<file path="src/hw/adc_ctrl_pkg.sv">
package adc_ctrl_pkg;

  ////////////////////////////////////////////////////////////////////////////////
  // register indices; byte address is four times the index
  localparam int         ADDR_W       = 8;
  localparam logic [5:0] IDX_CTRL     = 6'h00;
  localparam logic [5:0] IDX_WINMODE  = 6'h04;
  localparam logic [5:0] IDX_SAMPEXT  = 6'h05;
  localparam logic [5:0] IDX_INSEL    = 6'h06;
  localparam logic [5:0] IDX_CMD      = 6'h08;
  localparam logic [5:0] IDX_EVTRIG   = 6'h09;
  localparam logic [5:0] IDX_IRQEN    = 6'h0a;
  localparam logic [5:0] IDX_IRQFLAGS = 6'h0b;
  localparam logic [5:0] IDX_RESL     = 6'h10;
  localparam logic [5:0] IDX_RESH     = 6'h11;
  localparam logic [5:0] IDX_LTL      = 6'h12;
  localparam logic [5:0] IDX_LTH      = 6'h13;
  localparam logic [5:0] IDX_HTL      = 6'h14;
  localparam logic [5:0] IDX_HTH      = 6'h15;

  ////////////////////////////////////////////////////////////////////////////////
  // field positions
  localparam int BIT_CONTINUOUS = 1;
  localparam int BIT_START      = 0;
  localparam int BIT_EVSTART    = 0;
  localparam int BIT_WMATCH     = 1;
  localparam int BIT_RREADY     = 0;

  ////////////////////////////////////////////////////////////////////////////////
  // reset values
  localparam logic [2:0]  RST_WINMODE = 3'h0;
  localparam logic [4:0]  RST_SAMPEXT = 5'h00;
  localparam logic [4:0]  RST_INSEL   = 5'h00;
  localparam logic [15:0] RST_THRESH  = 16'h0000;
  localparam logic [1:0]  RST_IRQ     = 2'h0;

  ////////////////////////////////////////////////////////////////////////////////
  // window compare modes and input codes
  localparam logic [2:0] WIN_NONE    = 3'h0;
  localparam logic [2:0] WIN_BELOW   = 3'h1;
  localparam logic [2:0] WIN_ABOVE   = 3'h2;
  localparam logic [2:0] WIN_INSIDE  = 3'h3;
  localparam logic [2:0] WIN_OUTSIDE = 3'h4;
  localparam logic [4:0] CH_PIN_LAST = 5'h0b;
  localparam logic [4:0] CH_SPECIAL  = 5'h1b;
  localparam logic [4:0] CH_DAC      = 5'h1c;
  localparam logic [4:0] CH_INTREF   = 5'h1d;
  localparam logic [4:0] CH_GND      = 5'h1f;

  ////////////////////////////////////////////////////////////////////////////////
  // timing counts, in conversion-clock cycles; the divider in clock cycles per conversion clock
  localparam int SAMPLE_BASE_CYCLES = 2;
  localparam int CONV_CYCLES_DEF    = 11;
  localparam int CLK_DIV_DEF        = 2;

  localparam logic [1:0] RESP_OKAY   = 2'h0;
  localparam logic [1:0] RESP_SLVERR = 2'h2;

  typedef struct packed {
    logic windowMatch;
    logic resultReady;
  } irq_bits_s;

endpackage

</file>
<file path="src/hw/adc_window_trigger_irq_ctrl.sv">
// The AXI4-Lite interface to the registers was chosen for this implementation.
module adc_window_trigger_irq_ctrl #(
  parameter int CLK_DIV     = adc_ctrl_pkg::CLK_DIV_DEF,     // clock to conversion clock
  parameter int CONV_CYCLES = adc_ctrl_pkg::CONV_CYCLES_DEF  // conversion phase length
) (
  input  wire logic        clock,          // 125 MHz
  input  wire logic        reset,          // async, active high
  input  wire logic [7:0]  awaddr,         // write address
  input  wire logic        awvalid,        // write address valid
  output logic             awready,        // write address ready
  input  wire logic [31:0] wdata,          // write data
  input  wire logic [3:0]  wstrb,          // write strobes
  input  wire logic        wvalid,         // write data valid
  output logic             wready,         // write data ready
  output logic [1:0]       bresp,          // write response
  output logic             bvalid,         // write response valid
  input  wire logic        bready,         // write response ready
  input  wire logic [7:0]  araddr,         // read address
  input  wire logic        arvalid,        // read address valid
  output logic             arready,        // read address ready
  output logic [31:0]      rdata,          // read data
  output logic [1:0]       rresp,          // read response
  output logic             rvalid,         // read data valid
  input  wire logic        rready,         // read data ready
  input  wire logic        startEvent,     // event input, one-cycle pulse
  input  wire logic [15:0] convResult,     // accumulated value from the analog core
  output logic [4:0]       inputSelect,    // channel routed to the converter
  output logic             inputLegal,     // routed code is a defined source
  output logic             sampling,       // sampling phase active
  output logic             converting,     // conversion in progress
  output logic             convDone,       // completion pulse
  output logic             irq             // level interrupt
);

  ////////////////////////////////////////////////////////////////////////////////
  // helpers

  function automatic logic regHit(input logic [5:0] idx);
    regHit = idx inside {adc_ctrl_pkg::IDX_CTRL, adc_ctrl_pkg::IDX_WINMODE,
                         adc_ctrl_pkg::IDX_SAMPEXT, adc_ctrl_pkg::IDX_INSEL,
                         adc_ctrl_pkg::IDX_CMD, adc_ctrl_pkg::IDX_EVTRIG,
                         adc_ctrl_pkg::IDX_IRQEN, adc_ctrl_pkg::IDX_IRQFLAGS,
                         adc_ctrl_pkg::IDX_RESL, adc_ctrl_pkg::IDX_RESH,
                         adc_ctrl_pkg::IDX_LTL, adc_ctrl_pkg::IDX_LTH,
                         adc_ctrl_pkg::IDX_HTL, adc_ctrl_pkg::IDX_HTH};
  endfunction

  function automatic logic winMatch(input logic [2:0] mode, input logic [15:0] value,
                                    input logic [15:0] lo, input logic [15:0] hi);
    case (mode)
      adc_ctrl_pkg::WIN_BELOW:   winMatch = value < lo;
      adc_ctrl_pkg::WIN_ABOVE:   winMatch = value > hi;
      adc_ctrl_pkg::WIN_INSIDE:  winMatch = (value > lo) && (value < hi);
      adc_ctrl_pkg::WIN_OUTSIDE: winMatch = (value < lo) || (value > hi);
      default:                   winMatch = 1'b0;
    endcase
  endfunction

  function automatic logic chanLegal(input logic [4:0] code);
    chanLegal = (code <= adc_ctrl_pkg::CH_PIN_LAST) ||
                (code inside {adc_ctrl_pkg::CH_SPECIAL, adc_ctrl_pkg::CH_DAC,
                              adc_ctrl_pkg::CH_INTREF, adc_ctrl_pkg::CH_GND});
  endfunction

  localparam int         DIV_W     = (CLK_DIV > 1) ? $clog2(CLK_DIV) : 1;
  localparam logic [5:0] CONV_LAST = 6'(CONV_CYCLES - 1);

  typedef enum logic [1:0] {IDLE, SAMPLE, CONVERT} conv_state_e;

  ////////////////////////////////////////////////////////////////////////////////
  // register and state declarations

  logic                    continuous_q;
  logic [2:0]              winMode_q;
  logic [4:0]              sampExt_q;
  logic [4:0]              inSel_q;
  logic                    evStart_q;
  adc_ctrl_pkg::irq_bits_s irqEn_q;
  adc_ctrl_pkg::irq_bits_s flags_q;
  adc_ctrl_pkg::irq_bits_s flags_d;
  logic [15:0]             result_q;
  logic [15:0]             lowThr_q;
  logic [15:0]             highThr_q;
  conv_state_e             state_q;
  logic [DIV_W-1:0]        divCnt_q;
  logic [5:0]              phaseCnt_q;
  logic [5:0]              sample_extend_q;
  logic [4:0]              chan_q;

  logic                    awHeld_q;
  logic [7:0]              awAddr_q;
  logic                    wHeld_q;
  logic [7:0]              wByte_q;
  logic                    wLane_q;
  logic                    bvalid_q;
  logic [1:0]              bresp_q;
  logic                    rvalid_q;
  logic [31:0]             rdata_q;
  logic [1:0]              rresp_q;

  ////////////////////////////////////////////////////////////////////////////////
  // bus decode

  wire       doWrite  = awHeld_q && wHeld_q && !bvalid_q;
  wire [5:0] wrIdx    = awAddr_q[7:2];
  wire       wrHit    = (awAddr_q[1:0] == 2'h0) && regHit(wrIdx);
  wire       wrEn     = doWrite && wrHit && wLane_q;
  wire       rdFire   = arvalid && arready;
  wire [5:0] rdIdx    = araddr[7:2];
  wire       rdHit    = (araddr[1:0] == 2'h0) && regHit(rdIdx);
  wire       busy     = state_q != IDLE;

  wire       wrCtrl   = wrEn && (wrIdx == adc_ctrl_pkg::IDX_CTRL);
  wire       wrWin    = wrEn && (wrIdx == adc_ctrl_pkg::IDX_WINMODE);
  wire       wrSamp   = wrEn && (wrIdx == adc_ctrl_pkg::IDX_SAMPEXT);
  wire       wrInSel  = wrEn && (wrIdx == adc_ctrl_pkg::IDX_INSEL);
  wire       wrCmd    = wrEn && (wrIdx == adc_ctrl_pkg::IDX_CMD);
  wire       wrEv     = wrEn && (wrIdx == adc_ctrl_pkg::IDX_EVTRIG);
  wire       wrIrqEn  = wrEn && (wrIdx == adc_ctrl_pkg::IDX_IRQEN);
  wire       wrFlags  = wrEn && (wrIdx == adc_ctrl_pkg::IDX_IRQFLAGS);
  wire       wrLtl    = wrEn && (wrIdx == adc_ctrl_pkg::IDX_LTL);
  wire       wrLth    = wrEn && (wrIdx == adc_ctrl_pkg::IDX_LTH);
  wire       wrHtl    = wrEn && (wrIdx == adc_ctrl_pkg::IDX_HTL);
  wire       wrHth    = wrEn && (wrIdx == adc_ctrl_pkg::IDX_HTH);

  // either result byte counts as a result read
  // a refused (misaligned) read has no side effect
  wire       resultRead = rdFire && rdHit && (rdIdx inside {adc_ctrl_pkg::IDX_RESL,
                                                            adc_ctrl_pkg::IDX_RESH});
  wire       flagRead = rdFire && rdHit && (rdIdx == adc_ctrl_pkg::IDX_IRQFLAGS);

  logic [7:0] rdByte;
  always_comb begin
    rdByte = 8'h00;
    unique case (rdIdx)
      adc_ctrl_pkg::IDX_CTRL:     rdByte[adc_ctrl_pkg::BIT_CONTINUOUS] = continuous_q;
      adc_ctrl_pkg::IDX_WINMODE:  rdByte[2:0] = winMode_q;
      adc_ctrl_pkg::IDX_SAMPEXT:  rdByte[4:0] = sampExt_q;
      adc_ctrl_pkg::IDX_INSEL:    rdByte[4:0] = inSel_q;
      adc_ctrl_pkg::IDX_CMD:      rdByte[adc_ctrl_pkg::BIT_START] = busy;
      adc_ctrl_pkg::IDX_EVTRIG:   rdByte[adc_ctrl_pkg::BIT_EVSTART] = evStart_q;
      adc_ctrl_pkg::IDX_IRQEN:    rdByte[1:0] = irqEn_q;
      adc_ctrl_pkg::IDX_IRQFLAGS: rdByte[1:0] = flags_q;
      adc_ctrl_pkg::IDX_RESL:     rdByte = result_q[7:0];
      adc_ctrl_pkg::IDX_RESH:     rdByte = result_q[15:8];
      adc_ctrl_pkg::IDX_LTL:      rdByte = lowThr_q[7:0];
      adc_ctrl_pkg::IDX_LTH:      rdByte = lowThr_q[15:8];
      adc_ctrl_pkg::IDX_HTL:      rdByte = highThr_q[7:0];
      adc_ctrl_pkg::IDX_HTH:      rdByte = highThr_q[15:8];
      default:                    rdByte = 8'h00;
    endcase
  end

  assign awready = !awHeld_q && !bvalid_q;
  assign wready  = !wHeld_q && !bvalid_q;
  assign bvalid  = bvalid_q;
  assign bresp   = bresp_q;
  assign arready = !rvalid_q;
  assign rvalid  = rvalid_q;
  assign rdata   = rdata_q;
  assign rresp   = rresp_q;

  ////////////////////////////////////////////////////////////////////////////////
  // bus slave

  always_ff @(posedge clock or posedge reset) begin
    if (reset) begin
      awHeld_q <= 1'b0;
      awAddr_q <= 8'h00;
      wHeld_q  <= 1'b0;
      wByte_q  <= 8'h00;
      wLane_q  <= 1'b0;
    end else begin
      if (awvalid && awready) begin
        awHeld_q <= 1'b1;
        awAddr_q <= awaddr;
      end else if (doWrite) begin
        awHeld_q <= 1'b0;
      end
      if (wvalid && wready) begin
        wHeld_q <= 1'b1;
        wByte_q <= wdata[7:0];
        wLane_q <= wstrb[0];
      end else if (doWrite) begin
        wHeld_q <= 1'b0;
      end
    end
  end

  always_ff @(posedge clock or posedge reset) begin
    if (reset) begin
      bvalid_q <= 1'b0;
      bresp_q  <= adc_ctrl_pkg::RESP_OKAY;
      rvalid_q <= 1'b0;
      rdata_q  <= 32'h0000_0000;
      rresp_q  <= adc_ctrl_pkg::RESP_OKAY;
    end else begin
      if (doWrite) begin
        bvalid_q <= 1'b1;
        bresp_q  <= wrHit ? adc_ctrl_pkg::RESP_OKAY : adc_ctrl_pkg::RESP_SLVERR;
      end else if (bready) begin
        bvalid_q <= 1'b0;
      end
      if (rdFire) begin
        rvalid_q <= 1'b1;
        rdata_q  <= {24'h00_0000, rdHit ? rdByte : 8'h00};
        rresp_q  <= rdHit ? adc_ctrl_pkg::RESP_OKAY : adc_ctrl_pkg::RESP_SLVERR;
      end else if (rready) begin
        rvalid_q <= 1'b0;
      end
    end
  end

  ////////////////////////////////////////////////////////////////////////////////
  // control registers

  always_ff @(posedge clock or posedge reset) begin
    if (reset) begin
      continuous_q <= 1'b0;
      winMode_q    <= adc_ctrl_pkg::RST_WINMODE;
      sampExt_q    <= adc_ctrl_pkg::RST_SAMPEXT;
      inSel_q      <= adc_ctrl_pkg::RST_INSEL;
      evStart_q    <= 1'b0;
      irqEn_q      <= adc_ctrl_pkg::RST_IRQ;
      lowThr_q     <= adc_ctrl_pkg::RST_THRESH;
      highThr_q    <= adc_ctrl_pkg::RST_THRESH;
    end else begin
      if (wrCtrl)  continuous_q <= wByte_q[adc_ctrl_pkg::BIT_CONTINUOUS];
      if (wrWin)   winMode_q    <= wByte_q[2:0];
      if (wrSamp)  sampExt_q    <= wByte_q[4:0];
      if (wrInSel) inSel_q      <= wByte_q[4:0];
      if (wrEv)    evStart_q    <= wByte_q[adc_ctrl_pkg::BIT_EVSTART];
      if (wrIrqEn) irqEn_q      <= wByte_q[1:0];
      if (wrLtl)   lowThr_q[7:0]   <= wByte_q;
      if (wrLth)   lowThr_q[15:8]  <= wByte_q;
      if (wrHtl)   highThr_q[7:0]  <= wByte_q;
      if (wrHth)   highThr_q[15:8] <= wByte_q;
    end
  end

  ////////////////////////////////////////////////////////////////////////////////
  // conversion sequencer

  wire tick      = divCnt_q == DIV_W'(CLK_DIV - 1);
  wire cmdStart  = wrCmd && wByte_q[adc_ctrl_pkg::BIT_START];
  wire evTrig    = startEvent && evStart_q;
  wire launch    = !busy && (cmdStart || evTrig);
  wire lastSamp  = (state_q == SAMPLE) && tick && (phaseCnt_q == sample_extend_q - 6'h01);
  wire done      = (state_q == CONVERT) && tick && (phaseCnt_q == CONV_LAST);
  // thresholds see only the finished accumulated value
  wire matchNow  = winMatch(winMode_q, convResult, lowThr_q, highThr_q);
  // a new start also re-latches the selector; mid-run writes wait
  wire relatch   = launch || (done && continuous_q);
  wire [5:0] sampLenNext = 6'(adc_ctrl_pkg::SAMPLE_BASE_CYCLES) + {1'b0, sampExt_q};

  always_ff @(posedge clock or posedge reset) begin
    if (reset) begin
      divCnt_q <= '0;
    end else begin
      divCnt_q <= tick ? '0 : divCnt_q + DIV_W'(1);
    end
  end

  always_ff @(posedge clock or posedge reset) begin
    if (reset) begin
      state_q    <= IDLE;
      phaseCnt_q <= 6'h00;
      sample_extend_q  <= 6'(adc_ctrl_pkg::SAMPLE_BASE_CYCLES);
      chan_q     <= adc_ctrl_pkg::RST_INSEL;
      result_q   <= 16'h0000;
    end else begin
      if (relatch) begin
        state_q    <= SAMPLE;
        phaseCnt_q <= 6'h00;
        sample_extend_q  <= sampLenNext;
        chan_q     <= inSel_q;
      end else if (lastSamp) begin
        state_q    <= CONVERT;
        phaseCnt_q <= 6'h00;
      end else if (done) begin
        state_q    <= IDLE;
      end else if (busy && tick) begin
        phaseCnt_q <= phaseCnt_q + 6'h01;
      end
      if (done) result_q <= convResult;
    end
  end

  assign inputSelect = chan_q;
  assign inputLegal  = chanLegal(chan_q);
  assign sampling    = state_q == SAMPLE;
  assign converting  = busy;
  assign convDone    = done;

  ////////////////////////////////////////////////////////////////////////////////
  // interrupt flags; a completion in the clearing cycle wins

  wire       rdClr  = resultRead || flagRead;
  wire [1:0] w1c    = wrFlags ? wByte_q[1:0] : 2'h0;
  wire [1:0] clrVec = w1c | {2{rdClr}};

  always_comb begin
    flags_d.resultReady = done ||
                          (flags_q.resultReady && !clrVec[adc_ctrl_pkg::BIT_RREADY]);
    flags_d.windowMatch = (done && matchNow) ||
                          (flags_q.windowMatch && !clrVec[adc_ctrl_pkg::BIT_WMATCH]);
  end

  always_ff @(posedge clock or posedge reset) begin
    if (reset) begin
      flags_q <= adc_ctrl_pkg::RST_IRQ;
    end else begin
      flags_q <= flags_d;
    end
  end

  assign irq = |(flags_q & irqEn_q);

  ////////////////////////////////////////////////////////////////////////////////
  // checks

  logic [6:0] tickCnt_q;
  always_ff @(posedge clock or posedge reset) begin
    if (reset) begin
      tickCnt_q <= 7'h00;
    end else if (relatch) begin
      tickCnt_q <= 7'h00;
    end else if (busy && tick) begin
      tickCnt_q <= tickCnt_q + 7'h01;
    end
  end
endmodule

</file>
<file path="config.mk">
export PLATFORM = sky130hd
export DESIGN_NAME = adc_window_trigger_irq_ctrl
export DESIGN_NICKNAME = d
export VERILOG_FILES = /design/src/hw/adc_ctrl_pkg.sv /design/src/hw/adc_window_trigger_irq_ctrl.sv
export SDC_FILE = /design/constraint.sdc
export NUM_CORES = 1
export LEC_CHECK = 0
export ABC_AREA = 0
export ABC_CLOCK_PERIOD_IN_PS = 4150
export BUFFER_PORTS_ARGS = -buffer_cell sky130_fd_sc_hd__buf_2
export CORE_MARGIN = 10
export CORE_UTILIZATION = 56
export DETAILED_ROUTE_END_ITERATION = 16
export GPL_TIMING_DRIVEN = 0
export HOLD_SLACK_MARGIN = 0.02
export PLACE_DENSITY = 0.82
export SLEW_MARGIN = 40
export SYNTH_ARGS = -nofsm -noshare
export SYNTH_HDL_FRONTEND = slang
export SYNTH_SLANG_ARGS = --single-unit
</file>
<file path="constraint.sdc">
create_clock -name clock -period 4.15 [get_ports clock]
set_input_delay 0.6225 -clock clock [delete_from_list [all_inputs] [get_ports clock]]
set_output_delay 0.6225 -clock clock [all_outputs]
set_load 0.01 [all_outputs]
</file>
# --- After elaboration in Yosys (flattened, before gate mapping) ---
# Cells that the tools add are included.
totals:
  ff_bits: 120
  in_bits: 76
  output_inout_bits: 51
  wordCells: 174
op_classes:
  add_sub_neg: 4
  magnitude_cmp: 5
  n_eq_ne: 39
  mux: 25
  bitwise: 2
  n_reduce_logical: 70
op_table:
  columns: ["cell", "count"]
  rows:
  - ["equality test 6 x 5 -> 1 bit (second input constant)", 12]
  - ["equality test 6 x 4 -> 1 bit (second input constant)", 9]
  - ["logical AND 1 bit", 39]
  - ["equality test 6 x 3 -> 1 bit (second input constant)", 6]
  - ["greater-than comparator 16 bit", 2]
  - ["< comparator 16 bit", 2]
  - ["nonzero test 14 bit", 2]
  - ["two-way mux 6 bit", 4]
  - ["equality test 5 bit (second input constant)", 4]
  - ["case mux 3 bit (6 select lines)", 1]
  - ["case mux 2 bit (8 select lines)", 1]
  - ["case mux 1 bit (13 select lines)", 1]
  - ["logical NOT 6 bit", 2]
  - ["two-way mux 2 bit", 6]
  - ["case mux 1 bit (12 select lines)", 1]
  - ["nonzero test 2 bit", 6]
  - ["case mux 1 bit (9 select lines)", 1]
  - ["two-way mux 1 bit", 8]
  - ["two-way mux 8 bit", 1]
  - ["logical NOT 1 bit", 7]
  - ["logical OR 1 bit", 7]
  - ["adder 2 x 5 -> 6 bit (first input constant)", 1]
  - ["adder 6 x 1 -> 6 bit (second input constant)", 1]
  - ["equality test 3 x 2 -> 1 bit (second input constant)", 2]
  - ["other kinds (17)", 19]

# --- Longest topological paths before layout ---
logic_depth:
  ltp_word: 12
  ltp_mapped: 9
  depth_no_buf: 9

# --- Worst setup path before layout ---
# No wires, ideal clock.
synth_timing:
  kind: "input to register"
  from: "input convResult[14]"
  to: "register flags_q[1] (netlist bit)"
  setup_ns: 0.069
  arrival_ns: 2.439
  required_time_ns: 4.081
  slack_ns: 1.642
  stages: 8
  path_buffers: 0
  path_cell_list: "ha_1 > nand4_1 > or4_1 > a21oi_1 > nor4b_1 > or3b_1 > a311o_1 > nand3_1"
synth_rtl:
  columns: ["element", "line", "rtl"]
  rows:
  - ["from (decl)", "adc_window_trigger_irq_ctrl.sv:26", "input wire logic [15:0] convResult,"]
  - ["to (signal assigned)", "adc_window_trigger_irq_ctrl.sv:311", "flags_q <= adc_ctrl_pkg::RST_IRQ;"]
  - ["to (signal assigned)", "adc_window_trigger_irq_ctrl.sv:313", "flags_q <= flags_d;"]
  - ["to (decl)", "adc_window_trigger_irq_ctrl.sv:79", "adc_ctrl_pkg::irq_bits_s flags_q;"]

# --- Worst setup path after layout ---
layout_timing:
  from: "register phaseCnt_q[2]"
  to: "output convDone"
layout_between:
  elab_chain_cells: 2
layout_rtl:
  columns: ["element", "line", "rtl"]
  rows:
  - ["from (decl)", "adc_window_trigger_irq_ctrl.sv:86", "logic [5:0] phaseCnt_q;"]
  - ["from (signal assigned)", "adc_window_trigger_irq_ctrl.sv:283", "phaseCnt_q <= phaseCnt_q + 6'h01;"]
  - ["equality test 6 x 4 -> 1 bit", "adc_window_trigger_irq_ctrl.sv:249", "wire done = (state_q == CONVERT) && tick && (phaseCnt_q == CONV_LAST);"]
  - ["logical AND 1 bit", "adc_window_trigger_irq_ctrl.sv:249", null]
  - ["to (decl)", "adc_window_trigger_irq_ctrl.sv:31", "output logic convDone,"]
# No other way between the ends.

==> results.cfg <==
[finish]
mostFrequentLayoutCell = sky130_fd_sc_hd__dfrtp_1
layout_common_cells = 117 x sky130_fd_sc_hd__dfrtp_1, 84 x sky130_fd_sc_hd__mux2_2, 76 x sky130_fd_sc_hd__buf_2
final_net_count = 847
syn_to_final_growth_pct = 19.1
antenna_cells_inserted = 0
drive_above_1_share = 0.325
finalNonFillerCells = 891
multi_input_area_um2 = 3380
ff_latch_area_um2 = 2950
n_fill_cell = 861

[clocking]
cts-root-buf = sky130_fd_sc_hd__clkbuf_16
tritoncts.num_buffers = 17
cts_h_tree_lvls = 4
cts.repair_timing.setup_buffer_count = 0
clock_sinks = 118
clkLatencyLatePin_ns = 0.42
hold_buffers = 0
cts_repair_resize_count = 0
max-clock-path-buffers = 2
cts_tree = built
cts.reportedPaths.clkPinSlew_ns = 0.05

[synth]
async_reset_ff_frac = 1.00
synthesis.instances = 620
post-synth-top-area-cell = sky130_fd_sc_hd__dfrtp_1
syn-cell-area_um2 = 6690
synth-warning-count = 0
yosys_register_bits = 118
netlist-cell-type-count = 69
number_of_flops_mapped_to_enable_cells_by_yosys = 0
synth.top_cell.area_share = 0.438
yosys_most_used_dff = sky130_fd_sc_hd__dfrtp_1
syn-mean-instance-area_um2 = 10.8
synth_seq_area_share = 0.442
yosys-top-cells-area = sky130_fd_sc_hd__dfrtp_1 44%, sky130_fd_sc_hd__mux2_2 14%, sky130_fd_sc_hd__ha_1 6.7%

[power_and_ir_drop]
leak_pwr_nw = 3.72
combinationalPowerShare = 0.193
vdd.ir_drop.worst_v = 0.000370
net_switching_power_mw = 1.16
p_per_area_nw_per_um2 = 469
power.share.switching = 0.311
power_mw = 3.73
internal_power_mw = 2.57
seqPwrFrac = 0.404
clock_power_share = 0.402

[min_path]
tightest_hold_check_type = input port to async pin

[floorplanning]
floorplan.io_pins = 127
floorplan.die.width_um = 129
num_rows = 39
height_of_the_die_um = 129
die-area_um2 = 16700
initial_utilization = 0.578
core_area_um2 = 11600

[routing]
post_drt_via_cell_ratio = 5.88
drtPass1Iterations = 6
drt_iter0_drc = 582
routed_wirelength_um = 17300
wl_per_cell_um = 19.4
drcViolationCount = 0
detailroute.via_count = 5242
drt.antenna.violating_nets = 0

[critical_path]
setup_slack_reg_to_reg_ns = 1.53
critical_path.endpoint_type = output port
cp.required_ns = 3.53
crit_fanout = 10
setup.worst_path.start_class = register
critical_path_arrival_ns = 2.24
setup.worst_path.class = register to output port

[timing]
max-slew-margin-rel = 0.491
setup_violations = 0
min_period_ns = 2.86
worst_pin_slew_ns = 0.758
fin_worst_hold_slack_ns = 0.196
setup-tns-final_ns = 0
timing.final.max_slew_violations = 0
max_freq_ghz = 0.350
final_min_period_over_clock_period = 0.689
final_hold_viol_count = 0
rsz_0062_raised_after_global_routing = false
timing.clock.skew_ns = 0.00557
setup_slack_ns = 1.29

[place]
dp.final_hpwl_um = 12800
placement.io_buffers = 70
post-place-ws_ns = 1.25
finalWeightedCongestion = 0.999
place_inst = 859

[global_routing]
groute.layer.met3.usage = 0.0681
grt_util_met2 = 0.332
met1_usage = 0.255
vias_in_the_first_global_route = 5343
grt_pass1_wl_um = 27400
grt.total_usage = 0.208
top_usage_layer = met2
grt_antenna_before_repair = 0
maximum_number_of_pins_on_one_net_before_global_route_repair = 75
global_route.overflow_total = 0

[status]
outcome = finished, final reports clean

[job]
max-cap-violations = 0
routing by layer:
layer | vias to the layer above | share of wire
met5 | - | 0
met2 | 239 | 0.46
met3 | 43 | 0.095
li1 | 2402 | -
met1 | 2558 | 0.42
met4 | 0 | 0.026
synthesized netlist by cell type, types with 6 or more instances:
| library cell | count |
|---|---|
| sky130_fd_sc_hd__a21oi_1 | 27 |
| sky130_fd_sc_hd__xnor2_1 | 7 |
| sky130_fd_sc_hd__inv_1 | 43 |
| sky130_fd_sc_hd__nand4_1 | 9 |
| sky130_fd_sc_hd__a22oi_1 | 7 |
| sky130_fd_sc_hd__nand3_1 | 16 |
| sky130_fd_sc_hd__nor2b_1 | 10 |
| sky130_fd_sc_hd__buf_4 | 26 |
| sky130_fd_sc_hd__ha_1 | 36 |
| sky130_fd_sc_hd__o21ai_0 | 30 |
| sky130_fd_sc_hd__nor3_1 | 8 |
| sky130_fd_sc_hd__nand2_1 | 52 |
| sky130_fd_sc_hd__a22o_1 | 6 |
| sky130_fd_sc_hd__xor2_1 | 7 |
| sky130_fd_sc_hd__nor2_1 | 25 |
| sky130_fd_sc_hd__dfrtp_1 | 117 |
| sky130_fd_sc_hd__clkbuf_1 | 12 |
| sky130_fd_sc_hd__buf_2 | 6 |
| sky130_fd_sc_hd__o211ai_1 | 6 |
| sky130_fd_sc_hd__mux2_2 | 84 |
sequential cells by signal, indices dropped and copies added, names as in the netlist, 6 cells and up:
signal and count:
rdata 8, result_q 16, highThr_q 16, awAddr_q 8, phaseCnt_q 6, lowThr_q 16
wByte_q 8, sample_extend_q 6
kinds of logic (layout without fill, tap and decap cells):
logic type | count (synthesis) | in the layout | synth area share
xor gates and xnor gates | 14 | 14 | 0.0183
buffers and inverters | 91 | 194 | 0.0679
and+or+nand+nor | 161 | 161 | 0.131
muxes | 95 | 95 | 0.168
adders and majority gates | 36 | 36 | 0.0674
AOI/OAI and AO/OA | 104 | 104 | 0.105
other | 1 | 26 | 0.000561
DFF | 118 | 118 | 0.442
cell type report:
type	instances	share of cell area
Multi-Input combinational cell	436	0.425
Inverter	44	0.0217
Clock buffer	18	0.0539
Tap cell	143	0.0225
Buffer	47	0.0363
Clock inverter	14	0.0223
Timing Repair Buffer	71	0.0475
Sequential cell	118	0.371
stage by stage:
stage	area, um2	util
after floorplan	6780	-
after global placement	7310	0.632
after detailed placement	7350	0.635
after CTS	7960	0.688
after global routing	7960	0.688
final	7960	0.688
critical path, cell delays in order, from the launching register on:
cell                      delay, ns
sky130_fd_sc_hd__dfrtp_1       0.43
sky130_fd_sc_hd__or4b_4        0.57
sky130_fd_sc_hd__nor4_4        0.23
sky130_fd_sc_hd__buf_2         0.39
sky130_fd_sc_hd__buf_2         0.20
final timing paths:
kind / startpoint / to / cells after the start
min in group clock: bready / bvalid / 2
worst max-delay path: phaseCnt_q[2] / convDone / 4
worst max register to register: lowThr_q[15] / flags_q[1] / 9
max in group asynchronous: reset / result_q[8] / 3
worst min register to register: rdata[1] / rdata[1] / 2
worst min-delay path: reset / phaseCnt_q[3] / 2
power groups by stage:
stage          Combinational [mW]  Clock (mW)  Sequential [mW]
2_1_floorplan               0.516           0             1.44
3_3_place_gp                0.668           0             1.50
3_5_place_dp                0.704           0             1.52
4_1_cts                     0.718        1.51             1.50
5_1_grt                     0.792        1.56             1.53
6_report                    0.721        1.50             1.51
Note: power is estimated with default switching activity, not from simulation.
